==> src/sync_rx_pkg.sv <==
`default_nettype none
package sync_rx_pkg;
	// register byte addresses on the bus
	localparam logic [4:0] ADDR_MODE = 5'h00;
	localparam logic [4:0] ADDR_SYNC = 5'h04;
	localparam logic [4:0] ADDR_CMD = 5'h08;
	localparam logic [4:0] ADDR_STATUS = 5'h0C;
	localparam logic [4:0] ADDR_DATA = 5'h10;
	// command byte bit positions
	localparam int CMD_TXEN = 0;
	localparam int CMD_TERM_READY = 1;
	localparam int CMD_RECEIVE_ENABLE_BIT = 2;
	localparam int CMD_ECL = 4;
	localparam int CMD_RTS = 5;
	localparam int CMD_EH = 7;
	localparam logic [7:0] CMD_SOFT_RESET = 8'h40;
	// mode byte field positions
	localparam int MODE_FIELD_LSB = 2;
	localparam int MODE_FIELD_MSB = 6;
	// status word bit positions
	localparam int ST_TRANSMIT_READY_OUT = 0;
	localparam int ST_RECEIVE_READY_OUT = 1;
	localparam int ST_TRANSMITTER_EMPTY_OUT = 2;
	localparam int ST_PERR = 3;
	localparam int ST_OVR = 4;
	localparam int ST_SYNC = 6;
	localparam int ST_STANDBY = 8;
	localparam int ST_HUNT = 9;
	// reset values
	localparam logic [7:0] SYNC_RESET = 8'h00;
	localparam logic [7:0] CMD_RESET = 8'h00;
	localparam logic [7:0] BUF_ALL_ONES = 8'hFF;
	// receive-clock rising edges seen with the sync pin high before it counts
	localparam logic [1:0] EXT_HIGH_EDGES = 2'h2;
	// mode fields: external sync, even parity, parity enable, length code
	typedef struct packed {
		logic ext_sync;
		logic par_even;
		logic par_en;
		logic [1:0] len;
	} mode_t;
	localparam mode_t MODE_RESET = '{ext_sync: 1'b0, par_even: 1'b0, par_en: 1'b0, len: 2'h0};
endpackage
`default_nettype wire

==> src/sync_receive_hunt_standby.sv <==
`timescale 1ns/1ps
`default_nettype none

////////////////////////////////////////////////////////////////////////////////
// three-stage pin synchroniser; a new level counts once stages two and three agree
module pin_sync #(
	parameter int WIDTH = 1
) (
	// clock and reset
	input wire logic clk_i,
	input wire logic rst_n_i,
	// raw pins and filtered levels
	input wire logic [WIDTH-1:0] pin_i,
	output logic [WIDTH-1:0] level_o
);
	logic [WIDTH-1:0] s1_reg, s2_reg, s3_reg, level_next;

	// stage one is read only by stage two
	assign level_next = (s2_reg & s3_reg) | (level_o & (s2_reg | s3_reg));

	// shift chain plus filtered level
	always_ff @(posedge clk_i or negedge rst_n_i) begin
		if (!rst_n_i) begin
			s1_reg <= '0;
			s2_reg <= '0;
			s3_reg <= '0;
			level_o <= '0;
		end else begin
			s1_reg <= pin_i;
			s2_reg <= s1_reg;
			s3_reg <= s2_reg;
			level_o <= level_next;
		end
	end
endmodule

////////////////////////////////////////////////////////////////////////////////
// Behaviour
// host's first command: hunt, clear, enable
// entering hunt fills receive buffer with ones
// each receive edge shifts and compares
// match without parity ends hunt, sets sync
// with parity, sync at parity bit, unchecked
// characters start after the sync bit
// external pin high one period ends hunt
// later external pulses set sync again
// enter-hunt command restarts hunt any time; the code ignores it in standby
// synced characters matching sync set flag
// overrun and parity errors set flags only
// no parity check during hunt
// remote transmit clock matches receive clock
// only low character-length bits compared
// standby ignores clock edges internally
// reset pin falling edge enters standby
// software reset command enters standby
// only a mode write leaves standby
// standby drives fixed output pin levels
// host avoids data writes in standby
// host writes three zero controls first
// control byte 40h is software reset
// sync/break pin follows internal sync flag; the code holds it low in external-sync mode
module sync_receive_hunt_standby (
	// clock and reset
	input wire logic CORE_CLK_I,
	input wire logic RESETN_I,
	// wishbone slave
	input wire logic WB_CYC_I,
	input wire logic WB_STB_I,
	input wire logic WB_WE_I,
	input wire logic [4:0] WB_ADR_I,
	input wire logic [3:0] WB_SEL_I,
	input wire logic [31:0] WB_DAT_I,
	output logic [31:0] WB_DAT_O,
	output logic WB_ACK_O,
	// serial link and device pins
	input wire logic SERIAL_IN_I,
	input wire logic RECEIVE_CLOCK_I,
	input wire logic EXT_SYNC_I,
	input wire logic RESET_PIN_I,
	// status and modem pins
	output logic SYNC_BREAK_OUT_O,
	output logic TRANSMIT_READY_OUT_O,
	output logic TRANSMITTER_EMPTY_OUT_O,
	output logic RECEIVE_READY_OUT_O,
	output logic SERIAL_OUT_O,
	output logic TERMINAL_READY_OUT_N_O,
	output logic REQUEST_TO_SEND_N_O
);
	logic rst_meta_reg, rst_n;
	logic [3:0] pins_level;
	logic sin, receive_clock_lvl, ext_lvl, rpin_lvl, receive_clock_prev_reg, rpin_prev_reg, ack_reg;
	logic [31:0] dat_reg;
	sync_rx_pkg::mode_t mode_reg;
	logic [7:0] sync_reg, cmd_reg, buf_reg, data_reg;
	logic standby_reg, rx_on_reg, hunt_reg, pend_reg, par_phase_reg;
	logic [2:0] cnt_reg;
	logic [1:0] ext_cnt_reg;
	logic receive_ready_out_reg, perr_reg, ovr_reg, syncf_reg;

	////////////////////////////////////////////////////////////////////////////////
	// reset release through two flops
	always_ff @(posedge CORE_CLK_I or negedge RESETN_I) begin
		if (!RESETN_I) begin
			rst_meta_reg <= 1'b0;
			rst_n <= 1'b0;
		end else begin
			rst_meta_reg <= 1'b1;
			rst_n <= rst_meta_reg;
		end
	end

	// all outside pins share one synchroniser bank
	pin_sync #(.WIDTH(4)) u_pins (
		.clk_i(CORE_CLK_I),
		.rst_n_i(rst_n),
		.pin_i({RESET_PIN_I, EXT_SYNC_I, RECEIVE_CLOCK_I, SERIAL_IN_I}),
		.level_o(pins_level)
	);
	assign sin = pins_level[0];
	assign receive_clock_lvl = pins_level[1];
	assign ext_lvl = pins_level[2];
	assign rpin_lvl = pins_level[3];

	// edge history of the filtered clock and reset pin
	always_ff @(posedge CORE_CLK_I or negedge rst_n) begin
		if (!rst_n) begin
			receive_clock_prev_reg <= 1'b0;
			rpin_prev_reg <= 1'b0;
		end else begin
			receive_clock_prev_reg <= receive_clock_lvl;
			rpin_prev_reg <= rpin_lvl;
		end
	end

	////////////////////////////////////////////////////////////////////////////////
	// bus decode; ack once per request, dropped the cycle after; writes land at the ack edge
	logic req, wr, rd, wr_mode, wr_sync, wr_cmd, rd_status, rd_data;
	assign req = WB_CYC_I & WB_STB_I & ~ack_reg;
	assign wr = WB_CYC_I & WB_STB_I & ack_reg & WB_WE_I & WB_SEL_I[0];
	assign rd = req & ~WB_WE_I;
	assign wr_mode = wr & (WB_ADR_I == sync_rx_pkg::ADDR_MODE);
	assign wr_sync = wr & (WB_ADR_I == sync_rx_pkg::ADDR_SYNC);
	assign wr_cmd = wr & (WB_ADR_I == sync_rx_pkg::ADDR_CMD);
	assign rd_status = rd & (WB_ADR_I == sync_rx_pkg::ADDR_STATUS);
	assign rd_data = rd & (WB_ADR_I == sync_rx_pkg::ADDR_DATA);

	// standby control
	logic rpin_fall, soft_reset, enter_sb, eh_cmd;
	assign rpin_fall = rpin_prev_reg & ~rpin_lvl;
	assign soft_reset = wr_cmd & (WB_DAT_I[7:0] == sync_rx_pkg::CMD_SOFT_RESET);
	assign enter_sb = ~wr_mode & (rpin_fall | soft_reset);
	// commands are ignored while the clocks are blocked
	assign eh_cmd = wr_cmd & ~standby_reg & ~soft_reset & WB_DAT_I[sync_rx_pkg::CMD_EH];

	////////////////////////////////////////////////////////////////////////////////
	// receive datapath: new bit enters at the top of the character field
	logic rx_act, match, hunt_step, hunt_done, char_step, char_last, char_done, char_sync, par_expect, ext_event;
	logic [7:0] ins_mask, cmp_mask, shifted, char_val;
	assign rx_act = receive_clock_lvl & ~receive_clock_prev_reg & ~standby_reg & cmd_reg[sync_rx_pkg::CMD_RECEIVE_ENABLE_BIT];
	assign ins_mask = 8'h10 << mode_reg.len;
	assign cmp_mask = 8'hFF >> (2'h3 - mode_reg.len);
	assign shifted = ({1'b1, buf_reg[7:1]} & ~ins_mask) | (sin ? ins_mask : 8'h00);
	assign match = ((shifted ^ sync_reg) & cmp_mask) == 8'h00;
	assign hunt_step = rx_act & rx_on_reg & hunt_reg & ~mode_reg.ext_sync;
	// the bit after a parity-mode match is the parity bit and is never checked
	assign hunt_done = (hunt_step & (pend_reg | (match & ~mode_reg.par_en))) | (ext_event & hunt_reg);
	assign char_step = rx_act & rx_on_reg & ~hunt_reg;
	assign char_last = ~par_phase_reg & (cnt_reg == {1'b1, mode_reg.len});
	assign char_done = char_step & (par_phase_reg | (char_last & ~mode_reg.par_en));
	assign char_val = (par_phase_reg ? buf_reg : shifted) & cmp_mask;
	assign char_sync = char_done & (((char_val ^ sync_reg) & cmp_mask) == 8'h00);
	assign par_expect = (^char_val) ^ ~mode_reg.par_even;

	// external sync: counts receive edges while the pin stays high
	assign ext_event = rx_act & rx_on_reg & mode_reg.ext_sync & ext_lvl
		& (ext_cnt_reg == (sync_rx_pkg::EXT_HIGH_EDGES - 2'h1));

	// sticky flags; hardware set wins over the clearing access
	logic receive_ready_out_next, perr_next, ovr_next, syncf_next, error_clear_bit;
	assign error_clear_bit = wr_cmd & ~standby_reg & WB_DAT_I[sync_rx_pkg::CMD_ECL];
	assign receive_ready_out_next = char_done | (receive_ready_out_reg & ~rd_data);
	assign perr_next = (char_done & par_phase_reg & (sin != par_expect)) | (perr_reg & ~error_clear_bit);
	assign ovr_next = (char_done & receive_ready_out_reg & ~rd_data) | (ovr_reg & ~error_clear_bit);
	assign syncf_next = hunt_done | char_sync | ext_event | (syncf_reg & ~rd_status);

	////////////////////////////////////////////////////////////////////////////////
	// software-visible registers
	always_ff @(posedge CORE_CLK_I or negedge rst_n) begin
		if (!rst_n) begin
			mode_reg <= sync_rx_pkg::MODE_RESET;
			sync_reg <= sync_rx_pkg::SYNC_RESET;
			cmd_reg <= sync_rx_pkg::CMD_RESET;
			standby_reg <= 1'b1;
		end else begin
			if (wr_mode) begin
				mode_reg <= sync_rx_pkg::mode_t'(WB_DAT_I[sync_rx_pkg::MODE_FIELD_MSB:sync_rx_pkg::MODE_FIELD_LSB]);
				standby_reg <= 1'b0;
			end else if (enter_sb) begin
				standby_reg <= 1'b1;
			end
			if (wr_sync) begin
				sync_reg <= WB_DAT_I[7:0];
			end
			if (enter_sb) begin
				cmd_reg <= sync_rx_pkg::CMD_RESET;
			end else if (wr_cmd & ~standby_reg) begin
				cmd_reg <= WB_DAT_I[7:0];
			end
		end
	end

	// hunt and character assembly
	always_ff @(posedge CORE_CLK_I or negedge rst_n) begin
		if (!rst_n) begin
			rx_on_reg <= 1'b0;
			hunt_reg <= 1'b0;
			pend_reg <= 1'b0;
			par_phase_reg <= 1'b0;
			cnt_reg <= 3'h0;
			buf_reg <= sync_rx_pkg::BUF_ALL_ONES;
			data_reg <= 8'h00;
		end else if (enter_sb | eh_cmd) begin
			rx_on_reg <= ~enter_sb;
			hunt_reg <= ~enter_sb;
			pend_reg <= 1'b0;
			par_phase_reg <= 1'b0;
			cnt_reg <= 3'h0;
			buf_reg <= sync_rx_pkg::BUF_ALL_ONES;
		end else if (hunt_done) begin
			hunt_reg <= 1'b0;
			pend_reg <= 1'b0;
			cnt_reg <= 3'h0;
		end else if (hunt_step) begin
			buf_reg <= shifted;
			pend_reg <= match & mode_reg.par_en;
		end else if (char_step & par_phase_reg) begin
			par_phase_reg <= 1'b0;
			data_reg <= char_val;
		end else if (char_step) begin
			buf_reg <= shifted;
			cnt_reg <= char_last ? 3'h0 : cnt_reg + 3'h1;
			par_phase_reg <= char_last & mode_reg.par_en;
			if (char_done) begin
				data_reg <= char_val;
			end
		end
	end

	// flags, external-pulse counter
	always_ff @(posedge CORE_CLK_I or negedge rst_n) begin
		if (!rst_n) begin
			receive_ready_out_reg <= 1'b0;
			perr_reg <= 1'b0;
			ovr_reg <= 1'b0;
			syncf_reg <= 1'b0;
			ext_cnt_reg <= 2'h0;
		end else if (enter_sb | standby_reg) begin
			receive_ready_out_reg <= 1'b0;
			perr_reg <= 1'b0;
			ovr_reg <= 1'b0;
			syncf_reg <= 1'b0;
			ext_cnt_reg <= 2'h0;
		end else begin
			receive_ready_out_reg <= receive_ready_out_next;
			perr_reg <= perr_next;
			ovr_reg <= ovr_next;
			syncf_reg <= syncf_next;
			if (!ext_lvl) begin
				ext_cnt_reg <= 2'h0;
			end else if (rx_act & (ext_cnt_reg != sync_rx_pkg::EXT_HIGH_EDGES)) begin
				ext_cnt_reg <= ext_cnt_reg + 2'h1;
			end
		end
	end

	////////////////////////////////////////////////////////////////////////////////
	// read data selection; unmapped addresses read zero
	logic [31:0] status_word, rd_word;
	always_comb begin
		status_word = 32'h0000_0000;
		status_word[sync_rx_pkg::ST_TRANSMIT_READY_OUT] = ~standby_reg & cmd_reg[sync_rx_pkg::CMD_TXEN];
		status_word[sync_rx_pkg::ST_RECEIVE_READY_OUT] = receive_ready_out_reg;
		status_word[sync_rx_pkg::ST_TRANSMITTER_EMPTY_OUT] = ~standby_reg;
		status_word[sync_rx_pkg::ST_PERR] = perr_reg;
		status_word[sync_rx_pkg::ST_OVR] = ovr_reg;
		status_word[sync_rx_pkg::ST_SYNC] = syncf_reg;
		status_word[sync_rx_pkg::ST_STANDBY] = standby_reg;
		status_word[sync_rx_pkg::ST_HUNT] = hunt_reg;
	end
	assign rd_word = (WB_ADR_I == sync_rx_pkg::ADDR_MODE) ? {25'h0, mode_reg, 2'h0}
		: (WB_ADR_I == sync_rx_pkg::ADDR_SYNC) ? {24'h0, sync_reg}
		: (WB_ADR_I == sync_rx_pkg::ADDR_CMD) ? {24'h0, cmd_reg}
		: (WB_ADR_I == sync_rx_pkg::ADDR_STATUS) ? status_word
		: (WB_ADR_I == sync_rx_pkg::ADDR_DATA) ? {24'h0, data_reg}
		: 32'h0000_0000;

	// bus answer one cycle after the strobe
	always_ff @(posedge CORE_CLK_I or negedge rst_n) begin
		if (!rst_n) begin
			ack_reg <= 1'b0;
			dat_reg <= 32'h0000_0000;
		end else begin
			ack_reg <= req;
			dat_reg <= rd ? rd_word : 32'h0000_0000;
		end
	end
	assign WB_ACK_O = ack_reg;
	assign WB_DAT_O = dat_reg;

	////////////////////////////////////////////////////////////////////////////////
	// pin outputs, registered; modem pins are active low so high means idle
	always_ff @(posedge CORE_CLK_I or negedge rst_n) begin
		if (!rst_n) begin
			SYNC_BREAK_OUT_O <= 1'b0;
			TRANSMIT_READY_OUT_O <= 1'b0;
			TRANSMITTER_EMPTY_OUT_O <= 1'b0;
			RECEIVE_READY_OUT_O <= 1'b0;
			SERIAL_OUT_O <= 1'b1;
			TERMINAL_READY_OUT_N_O <= 1'b1;
			REQUEST_TO_SEND_N_O <= 1'b1;
		end else begin
			SYNC_BREAK_OUT_O <= ~standby_reg & ~mode_reg.ext_sync & syncf_reg;
			TRANSMIT_READY_OUT_O <= ~standby_reg & cmd_reg[sync_rx_pkg::CMD_TXEN];
			TRANSMITTER_EMPTY_OUT_O <= ~standby_reg;
			RECEIVE_READY_OUT_O <= ~standby_reg & receive_ready_out_reg;
			SERIAL_OUT_O <= 1'b1;
			TERMINAL_READY_OUT_N_O <= standby_reg | ~cmd_reg[sync_rx_pkg::CMD_TERM_READY];
			REQUEST_TO_SEND_N_O <= standby_reg | ~cmd_reg[sync_rx_pkg::CMD_RTS];
		end
	end
endmodule
`default_nettype wire

==> config.mk <==
export PLATFORM = sky130hd
export DESIGN_NAME = sync_receive_hunt_standby
export DESIGN_NICKNAME = d
export VERILOG_FILES = /design/src/sync_rx_pkg.sv /design/src/sync_receive_hunt_standby.sv
export SDC_FILE = /design/constraint.sdc
export NUM_CORES = 1
export LEC_CHECK = 0
export BUFFER_PORTS_ARGS = -buffer_cell sky130_fd_sc_hd__buf_2
export CAP_MARGIN = 20
export CORE_MARGIN = 3
export CORE_UTILIZATION = 40
export DETAILED_ROUTE_END_ITERATION = 12
export PLACE_DENSITY = 0.6
export RECOVER_POWER = 100
export SLEW_MARGIN = 20
export SYNTH_ARGS = -nofsm -noshare
export SYNTH_HDL_FRONTEND = slang
export SYNTH_SLANG_ARGS = --single-unit
==> constraint.sdc <==
create_clock -name CORE_CLK_I -period 2.7 [get_ports CORE_CLK_I]
set_clock_uncertainty 0.05 [all_clocks]
set_input_delay 0.27 -clock CORE_CLK_I [delete_from_list [all_inputs] [get_ports CORE_CLK_I]]
set_output_delay 0.27 -clock CORE_CLK_I [all_outputs]
set_load 0.1 [all_outputs]
Word-level counts from Yosys, hierarchy flattened
Cells that the tools add are included.
{ "op_classes": {"n_addsub": 3, "n_eq_ne": 15, "n_shift": 2, "mux": 43, "bitwise_logic": 99, "reduce_logical": 17} }
{ "op_table": {"columns": ["cell", "n"], "rows": [
  ["$mux 8", 13],
  ["$and 1x1->1", 51],
  ["$mux 10", 5],
  ["$and 8x8->8", 4],
  ["$not 1->1", 21],
  ["$mux 3", 6],
  ["$logic_not 8->1", 2],
  ["$mux 1", 16],
  ["$xor 8x8->8", 2],
  ["$or 1x1->1", 14],
  ["$reduce_bool 3->1", 4],
  ["$eq 5x4->1 const B", 2],
  ["$reduce_bool 2->1", 5],
  ["$ne 3x3->1 const B", 3],
  ["$reduce_and 3->1", 3],
  ["$and 4x4->4", 2],
  ["$eq 8x7->1 const B", 1],
  ["$not 8->8", 1],
  ["$or 4x4->4", 2],
  ["$or 8x8->8", 1],
  ["$reduce_xor 8->1", 1],
  ["$shl 5x2->8 const A", 1],
  ["$shr 8x2->8 const A", 1],
  ["$mux 2", 3],
  ["14 further kinds", 15]
]} }
{ "word_totals": {"reg_bits": 88, "in_bits": 50, "out_inout_bits": 40} }

Longest topological paths before layout
Gate-level depths: netlist of the first run.
{ "depth": {"ltp_word": 15, "depth_mapped": 9, "ltp_nobuf": 7} }

Modules after synthesis
From an unflattened synthesis of the first run, not the netlist that was laid out.
{ "unflattened": {"hier_cells": 427, "hier_area_um2": 4488.1} }
{ "by_module_without_submodules": {"columns": ["mod", "instances", "cells_per_inst", "area_per_inst_um2"], "rows": [
  ["sync_receive_hunt_standby", 1, 407, 4042.6],
  ["pin_sync", 1, 20, 445.4]
]} }

Least setup slack after synthesis of the first run
OpenSTA, ideal clock, no wires.
{ "synth_path": {"path_type": "register -> register", "start": "register ack_reg (netlist: WB_ACK_O)", "end": "register data_reg[4]", "setup_time_ns": 0.133, "arrival_ns": 2.342, "t_required_ns": 2.517, "slack_ns": 0.175, "path_stages_with_launch": 8, "period_less_slack_ns": 2.525, "path_cell_list": "dfrtp_1 > and4_1 > nand4_1 > o211a_1 > a211o_1 > buf_2 > nand2_1 > o21ai_0"} }
{ "synth_between": {"elab_chain_cells": 11, "word_cells_on_any_way": 16, "cone_classes": "bitwise (15); reduce/logical (1)"} }
{ "synth_rtl": {"columns": ["item", "line", "rtl"], "rows": [
  ["start, declared", "sync_receive_hunt_standby.sv:91", "logic sin, receive_clock_lvl, ext_lvl, rpin_lvl, receive_clock_prev_reg, rpin_prev_reg, ack_reg;"],
  ["start signal, assigned", "sync_receive_hunt_standby.sv:303", "ack_reg <= req;"],
  ["$and 1x1->1 (*) (3 in a row)", "sync_receive_hunt_standby.sv:139", "assign wr = WB_CYC_I & WB_STB_I & ack_reg & WB_WE_I & WB_SEL_I[0];"],
  ["$and 1x1->1", "sync_receive_hunt_standby.sv:143", "assign wr_cmd = wr & (WB_ADR_I == sync_rx_pkg::ADDR_CMD);"],
  ["$and 1x1->1", "sync_receive_hunt_standby.sv:150", "assign soft_reset = wr_cmd & (WB_DAT_I[7:0] == sync_rx_pkg::CMD_SOFT_RESET);"],
  ["$not 1->1", "sync_receive_hunt_standby.sv:153", "assign eh_cmd = wr_cmd & ~standby_reg & ~soft_reset & WB_DAT_I[sync_rx_pkg::CMD_EH];"],
  ["$and 1x1->1 (2 in a row)", "sync_receive_hunt_standby.sv:153", null],
  ["$or 1x1->1 (*)", "sync_receive_hunt_standby.sv:222", "end else if (enter_sb | eh_cmd) begin"],
  ["$not 1->1 (no source line) (*)", null, null],
  ["$reduce_and 5->1 (no source line) (*)", null, null],
  ["end signal, assigned", "sync_receive_hunt_standby.sv:238", "data_reg <= char_val;"],
  ["end signal, assigned", "sync_receive_hunt_standby.sv:244", "data_reg <= char_val;"],
  ["end, declared", "sync_receive_hunt_standby.sv:94", "logic [7:0] sync_reg, cmd_reg, buf_reg, data_reg;"]
]} }
Every way passes the cells marked *; elsewhere a longest branch is shown, timed or not.
A chain may end at the register's enable or synchronous reset.

Worst setup path in the final report of the first run
{ "layout_path": {"start": "register ack_reg (netlist: WB_ACK_O)", "end": "register ovr_reg"} }
{ "layout_between": {"elab_chain_cells": 10, "word_cells_on_any_way": 22, "cone_classes": "mux (1); bitwise (21)"} }
{ "layout_rtl": {"columns": ["item", "line", "rtl"], "rows": [
  ["$and 1x1->1 (3 in a row)", "sync_receive_hunt_standby.sv:139", null],
  ["$and 1x1->1", "sync_receive_hunt_standby.sv:143", null],
  ["$and 1x1->1 (2 in a row)", "sync_receive_hunt_standby.sv:180", "assign error_clear_bit = wr_cmd & ~standby_reg & WB_DAT_I[sync_rx_pkg::CMD_ECL];"],
  ["$not 1->1", "sync_receive_hunt_standby.sv:183", "assign ovr_next = (char_done & receive_ready_out_reg & ~rd_data) | (ovr_reg & ~error_clear_bit);"],
  ["$and 1x1->1", "sync_receive_hunt_standby.sv:183", null],
  ["$or 1x1->1", "sync_receive_hunt_standby.sv:183", null],
  ["$mux 1 (*)", "sync_receive_hunt_standby.sv:257", "end else if (enter_sb | standby_reg) begin"],
  ["end signal, assigned", "sync_receive_hunt_standby.sv:266", "ovr_reg <= ovr_next;"],
  ["end, declared", "sync_receive_hunt_standby.sv:98", "logic receive_ready_out_reg, perr_reg, ovr_reg, syncf_reg;"]
]} }
Marks and branches as above.

==> out/results.tsv, run 1 <==
metric	value	unit
status	complete, but fails checks	
violations	capacitance limit, slew limit	
cp-startpoint	WB_ACK_O$_DFF_PN0_	
postCtsSetupBuffers	0	
hold_path_end	cmd_reg[6]$_DFFE_PN0P_	
numPortBuffers	39	
post_cts_resized	0	
via_per_inst	5.26	
largest_register_ffs	10	
pwr-share-clk	0.404	
reg2reg_from	WB_ACK_O$_DFF_PN0_	
post-synth-top-area-fraction	0.425	
via_count	3165	
final_cell_mix	dfrtp_1 (77), nor2_1 (37), conb_1 (24), nand2_1 (23), clkbuf_1 (22)	
initial_core_util	0.413	
clock.fmax	417	MHz
hpwl	7490	µm
finalWirelength	10300	µm
postRouteAntennaNets	0	
die_h	113	µm
rrSetupSlack	0.30	ns
layout.nets	510	
required	2.88	ns
final-max-slew-violation-count	46	
synth_seq_area_share	0.488	
timing.rr.end	ovr_reg$_DFF_PN0_	
irDropWorstVdd	0.304	mV
antenna_cells	0	
drive_gt1_frac	0.193	
synth_edf_count	0	
dr.pass1.iters	6	
holdPathStages	3	
finalCriticalPeriod	2.40	ns
cts_buffers	9	
power_density	627	nW/µm²
die-area	12700	µm²
finalHoldViolations	0	
maxCapViolations	1	
cts_tree	built	
grt_pass1_wl	16600	µm
area_growth_syn_to_layout	12.7	%
num_io_pins	90	
worst_pin_slew	1.85	ns
avgSynthCellArea	11.2	µm²
synthDistinctLibCells	62	
async_flop_share	1.00	
overflow	0	
dpl_worst_slack	0.446	ns
ctsHoldBuffers	5	
cts_max_path_buffers	2	
setup_violations	0	
min_path_type	in2reg	
min-delay-start	WB_DAT_I[6]	
min_period_over_period	0.888	
fillers	1028	
row_count	38	
crit_fanout	8	
whs	0.142	ns
synth_area	4540	µm²
wl_per_cell	17.1	µm
grt_max_degree	47	
slew_headroom	-0.236	
clk_latency	0.34	ns
gp_congestion	0.873	
synth_seq_cells	88	
antenna_found_initial	0	
crit_path_start_kind	flip-flop	
swShare	0.285	
finalPower	3.21	mW
path_class	reg2reg	
core	11000	µm²
p_sw	0.915	mW
ys_warn_count	0	
grt_pass1_vias	3105	
arrival	2.58	ns
h-tree-depth	3	
multi_input_area	2050	µm²
rsz0062_at_grt	false	
p_leak	2.28	nW
synthTopCellsByArea	dfrtp_1 (42%), dfstp_2 (6.4%), buf_4 (4.6%)	
grt.total_usage	0.167	
clkSlewWorstSetupHoldPaths	0.07	ns
cts_root_buf	clkbuf_16	
r2r_cells	7	
cts_sinks	88	
tns	0	ns
drc	0	
comb_power_share	0.145	
internal_power	2.29	mW
mostFrequentLayoutCell	dfrtp_1	
sequentialPowerShare	0.451	
synthCells	407	
drt_iter0_markers	162	
setup.worst_path.end_class	flip-flop	
synth.largest_area_cell	dfrtp_1	
fin_ws	0.301	ns
ff_latch_area	2220	µm²
synth-main-ff-cell	dfrtp_1	
die_x	113	µm
-- cell type report --
cell class,instances,area share
multi-input cells,293,0.400
repair buffers,57,0.0651
clock buffers,11,0.0494
flip-flops and latches,88,0.433
clock inverters,5,0.0120
inverters,8,0.00587
well taps,140,0.0342
-- stage by stage --
| stage | utilization | area [µm²] | cells |
|---|---|---|---|
| detailed placement | 0.436 | 4790 | 581 |
| global placement | 0.436 | 4790 | 581 |
| CTS | 0.470 | 5160 | 602 |
| floorplan | - | 4620 | 429 |
| finish | 0.466 | 5120 | 602 |
| global route | 0.466 | 5120 | 602 |
-- how the worst max path moves through the flow --
stage | endpoint | cells past startpoint | slack, ns
3_5_place_dp | syncf_reg$_DFF_PN0_ | 7 | 0.45
3_3_place_gp | perr_reg$_DFF_PN0_ | 6 | 0.49
5_1_grt | buf_reg[4]$_DFFE_PN1P_ | 7 | 0.14
4_1_cts | syncf_reg$_DFF_PN0_ | 7 | 0.43
6_report | ovr_reg$_DFF_PN0_ | 7 | 0.30
2_1_floorplan | RECEIVE_READY_OUT_O$_DFF_PN0_ | 0 | 0.04
-- metal layers --
metal | global-route usage | wire length, µm
met5 | 0 | 0
met4 | 0.0553 | 160
met3 | 0.0302 | 553
met2 | 0.262 | 4890
met1 | 0.234 | 4690
-- Yosys cell counts, types with 5 or more instances --
cell,instances
dfrtp_1,77
nor2_1,36
buf_4,28
nand2_1,23
a21oi_1,21
mux2i_1,19
mux2_2,17
xor2_1,16
nor3_1,15
o21ai_0,15
dfstp_2,11
xnor2_1,10
inv_1,8
nand2b_1,6
nor2b_1,6
a222oi_1,5
a22oi_1,5
buf_6,5
-- logic make-up (layout without fill, tap and decap cells) --
family | after synthesis | after routing | synth area share
AO/OA/AOI/OAI | 78 | 78 | 0.123
XOR/XNOR | 28 | 28 | 0.0601
adder cells (fa/ha/maj) | 7 | 7 | 0.0171
buffers and inverters | 48 | 81 | 0.0780
flip-flops | 88 | 88 | 0.488
multiplexers | 36 | 36 | 0.0841
other | 2 | 24 | 0.00165
AND/OR/NAND/NOR | 120 | 120 | 0.148
-- power by group through the flow --
| stage | Clock (mW) | Sequential [mW] | Combinational (mW) |
|---|---|---|---|
| 2_1_floorplan | 0 | 1.47 | 0.394 |
| 3_3_place_gp | 0 | 1.47 | 0.451 |
| 3_5_place_dp | 0 | 1.48 | 0.458 |
| 4_1_cts | 1.31 | 1.45 | 0.466 |
| 5_1_grt | 1.38 | 1.46 | 0.496 |
| 6_report | 1.30 | 1.45 | 0.466 |
-- worst max-delay path: stages (launching register included) --
cell	delay [ns]
dfrtp_1	0.40
and4_1	0.29
nand4_1	0.27
nor2_1	0.32
clkbuf_1	0.49
nand2_1	0.21
a32oi_1	0.20
nor2_1	0.06
(Power assumes the default switching activity.)
==> inputs of run 2 (changes only) <==
==> constraint.sdc (replaced) <==
create_clock -name CORE_CLK_I -period 2.7 [get_ports CORE_CLK_I]
set_clock_uncertainty 0.05 [all_clocks]
set_input_delay 0.405 -clock CORE_CLK_I [delete_from_list [all_inputs] [get_ports CORE_CLK_I]]
set_output_delay 0.405 -clock CORE_CLK_I [all_outputs]
set_load 0.1 [all_outputs]
==> out/results.tsv, run 2 (synthesized netlist as in run 1, its figures left out) <==
metric	value	unit	change
min_path_type	in2reg		unchanged
tns	0	ns	unchanged
cts_buffers	9		unchanged
die_h	113	µm	unchanged
cts_root_buf	clkbuf_16		unchanged
wl_per_cell	16.7	µm	was 17.1 µm
arrival	2.66	ns	was 2.58 ns
irDropWorstVdd	0.360	mV	was 0.304 mV
path_class	reg2reg		unchanged
slew_headroom	0.214		was -0.236
final-max-slew-violation-count	0		was 46
grt.total_usage	0.166		was 0.167
layout.nets	508		was 510
drc	0		unchanged
p_leak	2.23	nW	was 2.28 nW
antenna_cells	0		unchanged
overflow	0		unchanged
die_x	113	µm	unchanged
fin_area	5030	µm²	was 5120 µm²
postRouteAntennaNets	0		unchanged
num_io_pins	90		unchanged
worst_pin_slew	1.18	ns	was 1.85 ns
grt_pass1_vias	3082		was 3105
maxCapViolations	0		was 1
min-delay-start	RECEIVE_CLOCK_I		was WB_DAT_I[6]
hpwl	7340	µm	was 7490 µm
utilization	0.458		was 0.466
finalWirelength	10000	µm	was 10300 µm
numPortBuffers	39		unchanged
power_density	613	nW/µm²	was 627 nW/µm²
postCtsSetupBuffers	0		unchanged
mostFrequentLayoutCell	dfrtp_1		unchanged
min_period_over_period	0.906		was 0.888
post_cts_resized	0		unchanged
final_cell_mix	dfrtp_1 (77), nor2_1 (37), clkbuf_1 (27), conb_1 (24), nand2_1 (23)		was dfrtp_1 (77), nor2_1 (37), conb_1 (24), nand2_1 (23), clkbuf_1 (22)
largest_register_ffs	10		unchanged
die-area	12700	µm²	unchanged
finalPower	3.08	mW	was 3.21 mW
grt_max_degree	80		was 47
setup_violations	0		unchanged
reg2reg_from	mode_reg[1]$_DFFE_PN0P_		was WB_ACK_O$_DFF_PN0_
dr.pass1.iters	5		was 6
grt_pass1_wl	16400	µm	was 16600 µm
finalHoldViolations	0		unchanged
clock.fmax	409	MHz	was 417 MHz
crit_fanout	11		was 8
status	finished clean		was complete, but fails checks
core	11000	µm²	unchanged
rsz0062_at_grt	false		unchanged
cts_sinks	88		unchanged
r2r_cells	7		unchanged
antenna_found_initial	0		unchanged
cp-startpoint	mode_reg[1]$_DFFE_PN0P_		was WB_ACK_O$_DFF_PN0_
initial_core_util	0.413		unchanged
required	2.91	ns	was 2.88 ns
dpl_cell_area	4780	µm²	was 4790 µm²
clk_latency	0.34	ns	about the same
setup.worst_path.end_class	flip-flop		unchanged
row_count	38		unchanged
via_count	3150		was 3165
via_per_inst	5.25		was 5.26
drt_iter0_markers	219		was 162
holdPathStages	1		was 3
h-tree-depth	3		unchanged
crit_path_start_kind	flip-flop		unchanged
area_growth_syn_to_layout	10.8	%	was 12.7%
drive_gt1_frac	0.183		was 0.193
gp_congestion	0.848		was 0.873
clkSlewWorstSetupHoldPaths	0.07	ns	about the same
finalCriticalPeriod	2.45	ns	was 2.40 ns
cts_tree	built		unchanged
cts_max_path_buffers	2		unchanged
run 2: changes by cell type in the layout (fill, tap and decap cells not counted), sizes merged:
cell	change
inv	+1
clkinv	-1
bufinv	-1
buf	-2
clkbuf	+3
clkinvlp	+2
dlygate4sd3	-4
run 2: cell type report:
type	count	area (µm²)
fillers	1037	5960
clock inverters	6	52.6
repair buffers	55	288
well taps	140	175
flip-flops and latches	88	2220
multi-input cells	293	2040
inverters	8	30.0
clock buffers	10	229
run 2: power by group:
| group | internal (mW) | leakage (nW) | total, mW | switching, mW |
|---|---|---|---|---|
| Sequential | 1.38 | 1.11 | 1.44 | 0.0678 |
| Clock | 0.639 | 0.132 | 1.18 | 0.542 |
| Combinational | 0.136 | 0.987 | 0.456 | 0.320 |
| Total | 2.15 | 2.23 | 3.08 | 0.930 |
run 2: per-layer routing:
metal,up-vias,GRT usage,wire length [µm]
met3,10,0.0302,528
met2,73,0.253,4700
li1,1489,-,-
met4,0,0.0553,132
met5,-,0,0
met1,1578,0.238,4650
run 2: worst max-delay path, stage by stage (launching register included):
cell and delay, ns:
dfrtp_1 0.66, clkbuf_1 0.26, o21a_1 0.24, nor2_1 0.09, xor2_1 0.33, a41oi_4 0.23, nor2_4 0.26, mux2i_1 0.24
run 2: stage by stage:
stage / setup WS (ns) / hold WS [ns] / std cells
3_5_place_dp: 0.298 / 0.143 / 582
6_report: 0.254 / 0.115 / 600
2_1_floorplan: 0.0367 / 0.0594 / 429
3_3_place_gp: 0.376 / 0.140 / 582
5_1_grt: 0.0878 / 0.103 / 600
4_1_cts: 0.258 / 0.100 / 599
run 2: final timing paths:
kind                                              endpoint  slack, ns
max in group asynchronous           buf_reg[7]$_DFFE_PN1P_       0.99
worst min register to register  u_pins.s2_reg[0]$_DFF_PN0_       0.30
worst max register to register      buf_reg[1]$_DFFE_PN1P_       0.25
worst min-delay path            u_pins.s1_reg[1]$_DFF_PN0_       0.12
worst max-delay path                buf_reg[1]$_DFFE_PN1P_       0.25
min in group asynchronous           rst_meta_reg$_DFF_PN0_       0.32
run 2: repair_timing:
action | in CTS | in global routing
endpoints found under the hold margin | 2 | 0
setup endpoints to repair | 0 | 0
hold buffers | 1 | 0
